<file path="config.mk">
export PLATFORM = sky130hd
export DESIGN_NAME = tilc_corrector
export DESIGN_NICKNAME = d
export VERILOG_FILES = /design/src/tilc_pkg.sv /design/src/tilc_fifo.sv /design/src/tilc_corrector.sv
export SDC_FILE = /design/constraint.sdc
export NUM_CORES = 2
export LEC_CHECK = 0
export BUFFER_PORTS_ARGS = -buffer_cell sky130_fd_sc_hd__buf_2
export CAP_MARGIN = 10
export CELL_PAD_IN_SITES_DETAIL_PLACEMENT = 0
export CELL_PAD_IN_SITES_GLOBAL_PLACEMENT = 2
export CORE_MARGIN = 4
export CORE_UTILIZATION = 40
export DETAILED_ROUTE_END_ITERATION = 8
export PLACE_DENSITY = 0.74
export SKIP_CTS_REPAIR_TIMING = 1
export SLEW_MARGIN = 20
export SYNTH_ARGS = -nofsm -noshare
export SYNTH_HDL_FRONTEND = slang
export SYNTH_SLANG_ARGS = --single-unit
</file>
<file path="constraint.sdc">
create_clock -name clk_in -period 3.5 [get_ports clk_in]
set_input_delay 0.7 -clock clk_in [delete_from_list [all_inputs] [get_ports clk_in]]
set_output_delay 0.7 -clock clk_in [all_outputs]
set_load 0.03 [all_outputs]
</file>
<file path="src/tilc_pkg.sv">
package tilc_pkg;
    localparam int          CODE_W        = 21;
    localparam int          LUT_AW        = 8;
    localparam int          LUT_DEPTH     = 256;
    localparam int          LUT_DW        = 8;
    localparam int          FIFO_DEPTH    = 8;
    localparam int          CLK_PERIOD_NS = 20;
    localparam int          TCLOCK_NS     = 25;
    localparam logic [1:0]  RES_800PS     = 2'h0;
    localparam logic [1:0]  RES_200PS     = 2'h1;
    localparam logic [1:0]  RES_100PS     = 2'h2;
    localparam logic [7:0]  IDX_MASK      = 8'hFF;
    localparam int          CTRL_EN_BIT   = 5;
    localparam logic [15:0] CTRL_RESET    = 16'h0020;
    localparam logic [7:0]  LUT_LAST      = 8'hFF;
endpackage : tilc_pkg

</file>
<file path="src/tilc_fifo.sv">
`timescale 1ns/10ps
`default_nettype none
module tilc_fifo #(
    parameter int WIDTH = 21,
    parameter int DEPTH = 8
) (
    input  wire logic             clk_in,    // clock
    input  wire logic             rst_n_in,  // synced reset, active low
    input  wire logic [WIDTH-1:0] wdata_in,  // write data
    input  wire logic             wvalid_in, // write valid
    output logic                  wready_out, // not full
    output logic      [WIDTH-1:0] rdata_out, // head data
    output logic                  rvalid_out, // not empty
    input  wire logic             rready_in  // read accept
);
    localparam int AW = $clog2(DEPTH);
    logic [WIDTH-1:0] mem [DEPTH];
    logic [AW:0]      wptr_q;
    logic [AW:0]      rptr_q;
    wire              do_wr = wvalid_in && wready_out;
    wire              do_rd = rvalid_out && rready_in;
    assign wready_out = (wptr_q - rptr_q) != (AW+1)'(DEPTH);
    assign rvalid_out = wptr_q != rptr_q;
    assign rdata_out  = mem[rptr_q[AW-1:0]];
    always_ff @(posedge clk_in) begin
        if (do_wr) begin
            mem[wptr_q[AW-1:0]] <= wdata_in;
        end
    end
    always_ff @(posedge clk_in or negedge rst_n_in) begin
        if (!rst_n_in) begin
            wptr_q <= '0;
            rptr_q <= '0;
        end else begin
            wptr_q <= wptr_q + (AW+1)'(do_wr);
            rptr_q <= rptr_q + (AW+1)'(do_rd);
        end
    end
endmodule : tilc_fifo
`default_nettype wire

</file>
<file path="src/tilc_corrector.sv">
`timescale 1ns/10ps
`default_nettype none
module tilc_corrector (
    input  wire logic                                    clk_in,          // 50 MHz clock
    input  wire logic                                    resetn_in,       // async reset, low
    input  wire logic [1:0]                              res_sel_in,      // bin size select
    input  wire logic                                    ctrl_wr_in,      // control write strobe
    input  wire logic [15:0]                             ctrl_wdata_in,   // control write data
    input  wire logic                                    flash_valid_in,  // flash entry valid
    input  wire logic [tilc_pkg::LUT_DW-1:0]             flash_data_in,   // flash entry, signed
    output logic                                         flash_ready_out, // loader accepts entry
    input  wire logic [tilc_pkg::CODE_W-1:0]             code_in,         // measured code
    input  wire logic                                    code_valid_in,   // code valid
    output logic                                         code_ready_out,  // code accepted
    output logic [tilc_pkg::CODE_W-1:0]                  code_out,        // corrected code
    output logic                                         code_valid_out,  // output valid
    input  wire logic                                    code_ready_in,   // downstream ready
    output logic                                         lut_loaded_out,  // table complete
    output logic                                         comp_en_out      // enable bit state
);
    typedef enum logic [2:0] {
        S_LOAD = 3'b001,
        S_RUN  = 3'b010,
        S_IDLE = 3'b100
    } tilc_state_e;

    logic                                rst_s1_q;
    logic                                rst_n;
    logic signed [tilc_pkg::LUT_DW-1:0]  lut [tilc_pkg::LUT_DEPTH];
    logic [tilc_pkg::LUT_AW-1:0]         ld_idx_q;
    tilc_state_e                         state_q;
    tilc_state_e                         state_d;
    logic [15:0]                         ctrl_q;
    logic [tilc_pkg::CODE_W-1:0]         s1_code_q;
    logic signed [tilc_pkg::LUT_DW-1:0]  s1_lut_q;
    logic                                s1_apply_q;
    logic                                s1_valid_q;
    logic [tilc_pkg::CODE_W-1:0]         s2_code_q;
    logic                                s2_valid_q;
    logic                                lut_loaded_q;
    logic                                fifo_wready;
    logic [tilc_pkg::CODE_W-1:0]         fifo_rdata;
    logic                                fifo_rvalid;
    logic                                ctrl_en_q;
    logic                                flash_rdy_q;
    logic [tilc_pkg::LUT_AW:0]           load_cyc_q;

    // reset release through two flops; assert stays asynchronous
    always_ff @(posedge clk_in or negedge resetn_in) begin
        if (!resetn_in) begin
            rst_s1_q <= 1'b0;
            rst_n    <= 1'b0;
        end else begin
            rst_s1_q <= 1'b1;
            rst_n    <= rst_s1_q;
        end
    end

    // table loader: 256 entries streamed from flash in index order
    wire load_fire = (state_q == S_LOAD) && flash_valid_in;
    wire load_last = load_fire && (ld_idx_q == tilc_pkg::LUT_LAST);
    // ready comes from a flop that tracks state_q exactly, so no extra handshake delay
    assign flash_ready_out = flash_rdy_q;
    // cycles spent loading, saturating; only the checks below read it
    wire [tilc_pkg::LUT_AW:0] load_cyc_d = (state_q == S_LOAD) ?
        load_cyc_q + {{tilc_pkg::LUT_AW{1'b0}}, !load_cyc_q[tilc_pkg::LUT_AW]} : '0;

    always_comb begin
        case (state_q)
            S_LOAD:  state_d = load_last ? S_RUN : S_LOAD;
            S_RUN:   state_d = S_RUN;
            S_IDLE:  state_d = S_LOAD;
            default: state_d = S_IDLE;
        endcase
    end

    always_ff @(posedge clk_in) begin
        if (load_fire) begin
            lut[ld_idx_q] <= flash_data_in;
        end
    end

    always_ff @(posedge clk_in or negedge rst_n) begin
        if (!rst_n) begin
            state_q     <= S_IDLE;
            ld_idx_q    <= '0;
            flash_rdy_q <= 1'b0;
            load_cyc_q  <= '0;
        end else begin
            state_q     <= state_d;
            ld_idx_q    <= ld_idx_q + {{(tilc_pkg::LUT_AW - 1){1'b0}}, load_fire};
            flash_rdy_q <= (state_d == S_LOAD);
            load_cyc_q  <= load_cyc_d;
        end
    end

    always_ff @(posedge clk_in or negedge rst_n) begin
        if (!rst_n) begin
            ctrl_q <= tilc_pkg::CTRL_RESET;
        end else if (ctrl_wr_in) begin
            ctrl_q <= ctrl_wdata_in;
        end
    end

    // correction decision; 800 ps bins are already linear enough
    wire comp_en    = ctrl_q[tilc_pkg::CTRL_EN_BIT];
    wire res_fine   = (res_sel_in == tilc_pkg::RES_200PS) ||
                      (res_sel_in == tilc_pkg::RES_100PS);
    wire apply_corr = comp_en && res_fine;
    // low byte is the bin inside one clock period, so the index wraps itself
    wire [tilc_pkg::LUT_AW-1:0] lut_idx =
        code_in[tilc_pkg::LUT_AW-1:0] & tilc_pkg::IDX_MASK;

    // pipeline advances only when the fifo can take what stage 2 holds
    wire pipe_go = (state_q == S_RUN) && (fifo_wready || !s2_valid_q);
    assign code_ready_out = pipe_go;
    wire take = pipe_go && code_valid_in;

    wire signed [tilc_pkg::CODE_W:0] s1_ext = {1'b0, s1_code_q};
    wire signed [tilc_pkg::CODE_W:0] lut_ext =
        {{(tilc_pkg::CODE_W + 1 - tilc_pkg::LUT_DW){s1_lut_q[tilc_pkg::LUT_DW-1]}}, s1_lut_q};
    wire signed [tilc_pkg::CODE_W:0] diff = s1_ext - lut_ext;
    // bypass goes through the same two stages, only the subtrahend is dropped
    wire [tilc_pkg::CODE_W-1:0] s2_next =
        s1_apply_q ? diff[tilc_pkg::CODE_W-1:0] : s1_code_q;

    always_ff @(posedge clk_in or negedge rst_n) begin
        if (!rst_n) begin
            s1_code_q  <= '0;
            s1_lut_q   <= '0;
            s1_apply_q <= 1'b0;
            s1_valid_q <= 1'b0;
            s2_code_q  <= '0;
            s2_valid_q <= 1'b0;
        end else if (pipe_go) begin
            s1_code_q  <= code_in;
            s1_lut_q   <= lut[lut_idx];
            s1_apply_q <= apply_corr;
            s1_valid_q <= take;
            s2_code_q  <= s2_next;
            s2_valid_q <= s1_valid_q;
        end else begin
            s2_valid_q <= s2_valid_q && !fifo_wready;
        end
    end

    // output register; refills only when empty or being consumed
    // declared ahead of the fifo, whose read side it drives
    wire out_take = fifo_rvalid && (!code_valid_out || code_ready_in);

    tilc_fifo #(
        .WIDTH (tilc_pkg::CODE_W),
        .DEPTH (tilc_pkg::FIFO_DEPTH)
    ) tilc_fifo_i (
        .clk_in     (clk_in),
        .rst_n_in   (rst_n),
        .wdata_in   (s2_code_q),
        .wvalid_in  (s2_valid_q),
        .wready_out (fifo_wready),
        .rdata_out  (fifo_rdata),
        .rvalid_out (fifo_rvalid),
        .rready_in  (out_take)
    );

    always_ff @(posedge clk_in or negedge rst_n) begin
        if (!rst_n) begin
            code_out       <= '0;
            code_valid_out <= 1'b0;
            lut_loaded_q   <= 1'b0;
            ctrl_en_q      <= 1'b1;
        end else begin
            if (out_take) begin
                code_out <= fifo_rdata;
            end
            if (out_take) begin
                code_valid_out <= 1'b1;
            end else if (code_ready_in) begin
                code_valid_out <= 1'b0;
            end
            lut_loaded_q <= (state_d == S_RUN);
            ctrl_en_q    <= comp_en;
        end
    end
    assign lut_loaded_out = lut_loaded_q;
    assign comp_en_out    = ctrl_en_q;
endmodule : tilc_corrector
`default_nettype wire

</file>
# Word level (Yosys, flattened, before mapping)
# Memories as Yosys holds them, arrays and structs flattened. A register that Yosys moved wholly into a read port is not among the register bits.
# Index checks and enable logic that the tools add are counted.
word_totals:
  register_bits: 76
  ramBits: 2216
  input_bits: 53
  output_inout_bits: 26
  wordCells: 61
  n_memories: 2
mem_list:
  columns: ["memory", "depth", "width", "read_ports", "rd_ports_with_merged_regs", "write_ports", "line", "source"]
  rows:
  - ["lut", 256, 8, 1, 1, 1, "tilc_corrector.sv:29", "logic signed [tilc_pkg::LUT_DW-1:0] lut [tilc_pkg::LUT_DEPTH];"]
  - ["tilc_fifo_i.mem", 8, 21, 1, 1, 1, "tilc_fifo.sv:17", "logic [WIDTH-1:0] mem [DEPTH];"]
op_classes:
  addsub: 5
  n_eq_ne: 10
  muxes: 10
  reduce_logical: 18
ops:
  columns: ["operator", "n"]
  rows:
  - ["$mux 21", 1]
  - ["$sub 21x8->21", 1]
  - ["$logic_and 1x1->1", 9]
  - ["$pmux 3 s3", 1]
  - ["$add 4x1->4", 2]
  - ["$add 8x1->8", 1]
  - ["$eq 8x8->1 const B", 1]
  - ["$mux 1", 7]
  - ["$eq 3x1->1 const B", 2]
  - ["$eq 3x2->1 const B", 2]
  - ["$logic_not 1->1", 5]
  - ["$ne 4x4->1", 1]
  - ["$ne 4x4->1 const B", 1]
  - ["$sub 4x4->4", 1]
  - ["$eq 3x3->1 const B", 1]
  - ["$logic_or 1x1->1", 3]
  - ["$eq 2x1->1 const B", 1]
  - ["$eq 2x2->1 const B", 1]
  - ["$mux 2", 1]
  - ["$reduce_bool 2->1", 1]

# Depth between registers and ports, before layout
logic_depth:
  word_depth: 6
  mapped_depth: 14

# By module
# Synthesis repeated with hierarchy kept, for this count alone.
hier_totals:
  hier_cells: 4102
  hier_area_um2: 90219.0
by_module_without_submodules:
  columns: ["module", "n_inst", "cells_per_inst", "area_each_um2", "seq_area_each_um2"]
  rows:
  - ["tilc_corrector", 1, 3762, 83358.7, 63804.9]
  - ["tilc_fifo", 1, 340, 6860.3, 5245.0]

# Worst setup path after synthesis
# No wires, ideal clock.
synth_timing:
  kind: "register -> register"
  startpoint: "reg tilc_fifo_i.rptr_q[1]"
  endpoint: "mem tilc_fifo_i.mem[0][0], enable pin"
  setup_time_ps: 425
  arrival_time_ps: 3451
  required_ps: 3075
  slack_ps: -376
  stages_incl_launch_ff: 11
  period_less_slack_ps: 3876
  cell_sequence: "dfrtp_1 clkbuf_1 clkbuf_1 inv_1 ha_1 nor2b_1 o211ai_1 a21oi_1 nor2b_1 nand2_1 nor3_1"
synth_between:
  elab_chain_len: 5
synth_lines:
  columns: ["item", "line", "source"]
  rows:
  - ["start, declared", "tilc_fifo.sv:19", "logic [AW:0] rptr_q;"]
  - ["start signal, assigned", "tilc_fifo.sv:36", "rptr_q <= rptr_q + (AW+1)'(do_rd);"]
  - ["$sub 4x4->4", "tilc_fifo.sv:22", "assign wready_out = (wptr_q - rptr_q) != (AW+1)'(DEPTH);"]
  - ["$ne 4x4->1", "tilc_fifo.sv:22", null]
  - ["$logic_and 1x1->1", "tilc_fifo.sv:20", "wire do_wr = wvalid_in && wready_out;"]
  - ["$mux 1", "tilc_fifo.sv:26", "if (do_wr) begin"]
  - ["$mux 1 (not written as such)", "tilc_fifo.sv:27", "mem[wptr_q[AW-1:0]] <= wdata_in;"]
  - ["end, declared", "tilc_fifo.sv:17", null]
# No other way between the ends.

# Final worst setup path
layout_timing:
  startpoint: "reg tilc_fifo_i.wptr_q[3]"
  endpoint: "out code_ready_out"
layout_between:
  elab_chain_len: 4
layout_lines:
  columns: ["item", "line", "source"]
  rows:
  - ["start, declared", "tilc_fifo.sv:18", "logic [AW:0] wptr_q;"]
  - ["start signal, assigned", "tilc_fifo.sv:35", "wptr_q <= wptr_q + (AW+1)'(do_wr);"]
  - ["$sub 4x4->4", "tilc_fifo.sv:22", null]
  - ["$ne 4x4->1", "tilc_fifo.sv:22", null]
  - ["$logic_or 1x1->1", "tilc_corrector.sv:115", "wire pipe_go = (state_q == S_RUN) && (fifo_wready || !s2_valid_q);"]
  - ["$logic_and 1x1->1", "tilc_corrector.sv:115", null]
  - ["end, declared", "tilc_corrector.sv:14", "output logic code_ready_out,"]
# No other way between the ends.

==> metrics.cfg <==
[drt]
drtIter0Drc=4775
routed_wl_mm=214
drc=0
dr_total_vias=44400
routed_via_density=5.52
wl_per_cell_um=26.6
detail-route-antenna-nets=0
drtPass1Iterations=7

[timing]
fin_crit_sh=1.00
relSlewSlack=0.364
tns_ns=0
whs_ns=0.0429
worstMarginPinSlew_ns=0.954
setup_viol=0
skew_ns=0.0414
fin_crit_ns=3.50
rsz0062_at_grt=true
max_freq_ghz=0.286
drv_slew=0
final-hold-violation-count=0

[yosys]
avgSynthCellArea_um2=21.4
ys.flop_type=edfxtp_1
synth_edf_count=2216
synth.area.top_cells=edfxtp_1 (74%), mux4_2 (16%), dfrtp_1 (2.7%), nor2_1 (1.2%), nand2_1 (0.74%)
synth_seq_cells=2316
synth_async_sr_flop_share=0.0432
yosys.area.top_type=edfxtp_1
postSynthCellCount=4208
netlist_area_um2=90000
syn-num-nets=4291
synth_cell_types=61
synth_top_area_share=0.739
synth_warnings=0
yosysSeqAreaShare=0.767

[global_route]
antenna_found_initial=4
grt_max_degree=153
grt-ovfl-total=0
grt_pass1_wl_mm=314
grt_pass1_vias=45200
grt_use_total=0.184

[clock_network]
numClockSinks=2316
h-tree-depth=4
clock_latency_ns=0.86
clk_pin_slew_ns=0.06
cts_tree=yes
root_buffer=clkbuf_16
cts-buffers-inserted=231
clk_path_buf_depth=3

[outcome]
status=finished clean

[placement]
place_congestion=0.797
hpwl_mm=137
portBuffers=63

[final_layout]
areaGrowthSynthToFinish_pct=18.2
layout-drive-gt1-share=0.328
regArea_um2=69100
multi_input_area_um2=19900
fin_nets=4970
fill_cells=18100

[floorplan]
start_util=0.403
dieArea_um2=233000
fp.dieH_um=482
die_w_um=482
fp-row-count=173
ios=79
core-area_um2=223000

[pwr]
leakagePower_nw=35.2
max-vdd-ir-drop_mv=0.433
power_mw=59.9
power_density_nw_per_um2=563

[setup_path]
cp.arrival_ns=2.80
path_max_fanout=3
crit_type=reg -> out
path_cells=xor3_1 -> or4_4 -> a21oi_4 -> nand2_2 -> nand2_4 -> inv_4 -> buf_6
crit_path_start_kind=flop
slowest_delay_ns=0.51
crit_path_end_kind=output port
cp.required_ns=2.80
cp_slowest_cell=or4_4

[worst_hold_path]
hp-class=in -> reg

[job]
max-cap-violations=0

## registers in the layout (all words and copies together) (netlist names), 3 cells and up
signal,flops
tilc_fifo_i.mem,168
s1_lut_q,8
tilc_fifo_i.wptr_q,4
lut,2048
state_q,3
tilc_fifo_i.rptr_q,4
code_out,21
s2_code_q,21
s1_code_q,21
ld_idx_q,8
## through the flow
step | instance area [um2] | setup WS [ns] | std cells | utilization
floorplan | 90000 | -0.376 | 4208 | -
global placement | 98600 | -0.497 | 7614 | 0.442
global route | 106000 | -0.155 | 8054 | 0.477
detailed placement | 98600 | -0.415 | 7614 | 0.442
finish | 106000 | 0.0000981 | 8054 | 0.477
CTS | 106000 | -0.665 | 8037 | 0.476
## cell type report
class | instances | area share
clock inverter | 141 | 0.0142
multi-input combinational | 1640 | 0.187
antenna | 2 | 0.0000470
clock buffer | 282 | 0.0569
tap | 2975 | 0.0350
timing repair buffer | 680 | 0.0573
sequential | 2316 | 0.649
inverter | 18 | 0.000682
## cells in the mapped netlist, types with 4 or more instances
| master | n |
|---|---|
| a221oi_1 | 25 |
| and2_1 | 7 |
| nor2b_1 | 26 |
| a21oi_1 | 57 |
| o21a_1 | 7 |
| a21o_1 | 7 |
| a22o_1 | 35 |
| nand3_1 | 24 |
| inv_1 | 15 |
| mux4_2 | 620 |
| dfrtp_1 | 97 |
| a22oi_1 | 60 |
| o21ai_1 | 7 |
| a31oi_1 | 6 |
| nor3b_1 | 4 |
| buf_2 | 46 |
| o221ai_1 | 5 |
| o22ai_1 | 16 |
| ha_1 | 29 |
| clkbuf_1 | 113 |
| mux2i_1 | 49 |
| xor2_1 | 10 |
| nand4_1 | 5 |
| nor3_1 | 25 |
| nand3b_1 | 5 |
| xnor2_1 | 13 |
| edfxtp_1 | 2216 |
| nand2_1 | 177 |
| buf_1 | 34 |
| nor2_1 | 291 |
| and3_1 | 12 |
| buf_4 | 26 |
| buf_6 | 15 |
| a32oi_1 | 10 |
| o21ai_0 | 60 |
| nand2b_1 | 12 |
## placed cells by master (no fill, tap or decap), drive strengths merged, types with 7 or more instances in the layout
cell / n
clkinv: 94
nor2b: 26
xor2: 10
inv: 26
dfrtp: 97
nand2: 177
mux2i: 49
mux4: 620
clkinvlp: 13
nand3: 24
buf: 669
a22oi: 60
and3: 12
xnor2: 13
a22o: 35
o21a: 7
a21o: 7
clkbuf: 289
ha: 29
o21ai: 67
and2: 7
bufinv: 26
edfxtp: 2216
a32oi: 10
o22ai: 16
a21oi: 57
nor3: 25
nand2b: 12
nor2: 291
a221oi: 25
## path summary, 6_finish.rpt
| check | startpoint | to | slack, ns | depth (start not counted) |
|---|---|---|---|---|
| min in group asynchronous | resetn_in | rst_n$_DFF_PN0_ | 0.19 | 2 |
| hold reg to reg | rst_n$_DFF_PN0_ | s1_code_q[14]$_DFFE_PN0P_ | 0.36 | 0 |
| max in group asynchronous | rst_n$_DFF_PN0_ | state_q[2]$_DFF_PN1_ | 2.32 | 1 |
| hold / removal | code_in[18] | s1_code_q[18]$_DFFE_PN0P_ | 0.04 | 3 |
| setup reg to reg | s1_lut_q[7]$_DFFE_PN0P_ | s2_code_q[19]$_DFFE_PN0P_ | 0.32 | 11 |
| setup / recovery | tilc_fifo_i.wptr_q[3]$_DFF_PN0_ | code_ready_out | 0.0001 | 7 |
## cells by family (layout without fill, tap and decap cells)
family                     after synthesis  count (layout)  synth area share
AOI/OAI and AO/OA                      316             316            0.0239
DFF                                   2316            2316             0.767
and+or+nand+nor                        598             598            0.0281
buffers and inverters                  252            1121            0.0135
muxes                                  671             671             0.161
other                                    1               3         0.0000417
adders and majority gates               30              30           0.00425
xor gates and xnor gates                24              24           0.00250
## layer usage
layer  up-vias  track usage  wire [um]  share of wire
li1      18900            -          -              -
met1     23800        0.265      90200           0.42
met2      1492        0.295     104000           0.49
met3       291       0.0309      14500          0.068
met4         0       0.0478       4860          0.023
met5         -            0          0              0
## critical path, delay by kind of cell (launching register included)
| kind | cells | cell delay, ns |
|---|---|---|
| simple gates | 3 | 0.71 |
| buf+inv | 2 | 0.18 |
| compound gates | 1 | 0.22 |
| flops | 1 | 0.41 |
| xor+xnor | 1 | 0.44 |
## power breakdown
part	total [mW]	internal, mW	switching (mW)	leakage [nW]
clock network	24.6	14.2	10.4	3.67
logic	4.54	1.75	2.79	9.97
registers	30.7	30.6	0.130	21.5
total	59.9	46.6	13.3	35.2
(Power assumes the default switching activity.)
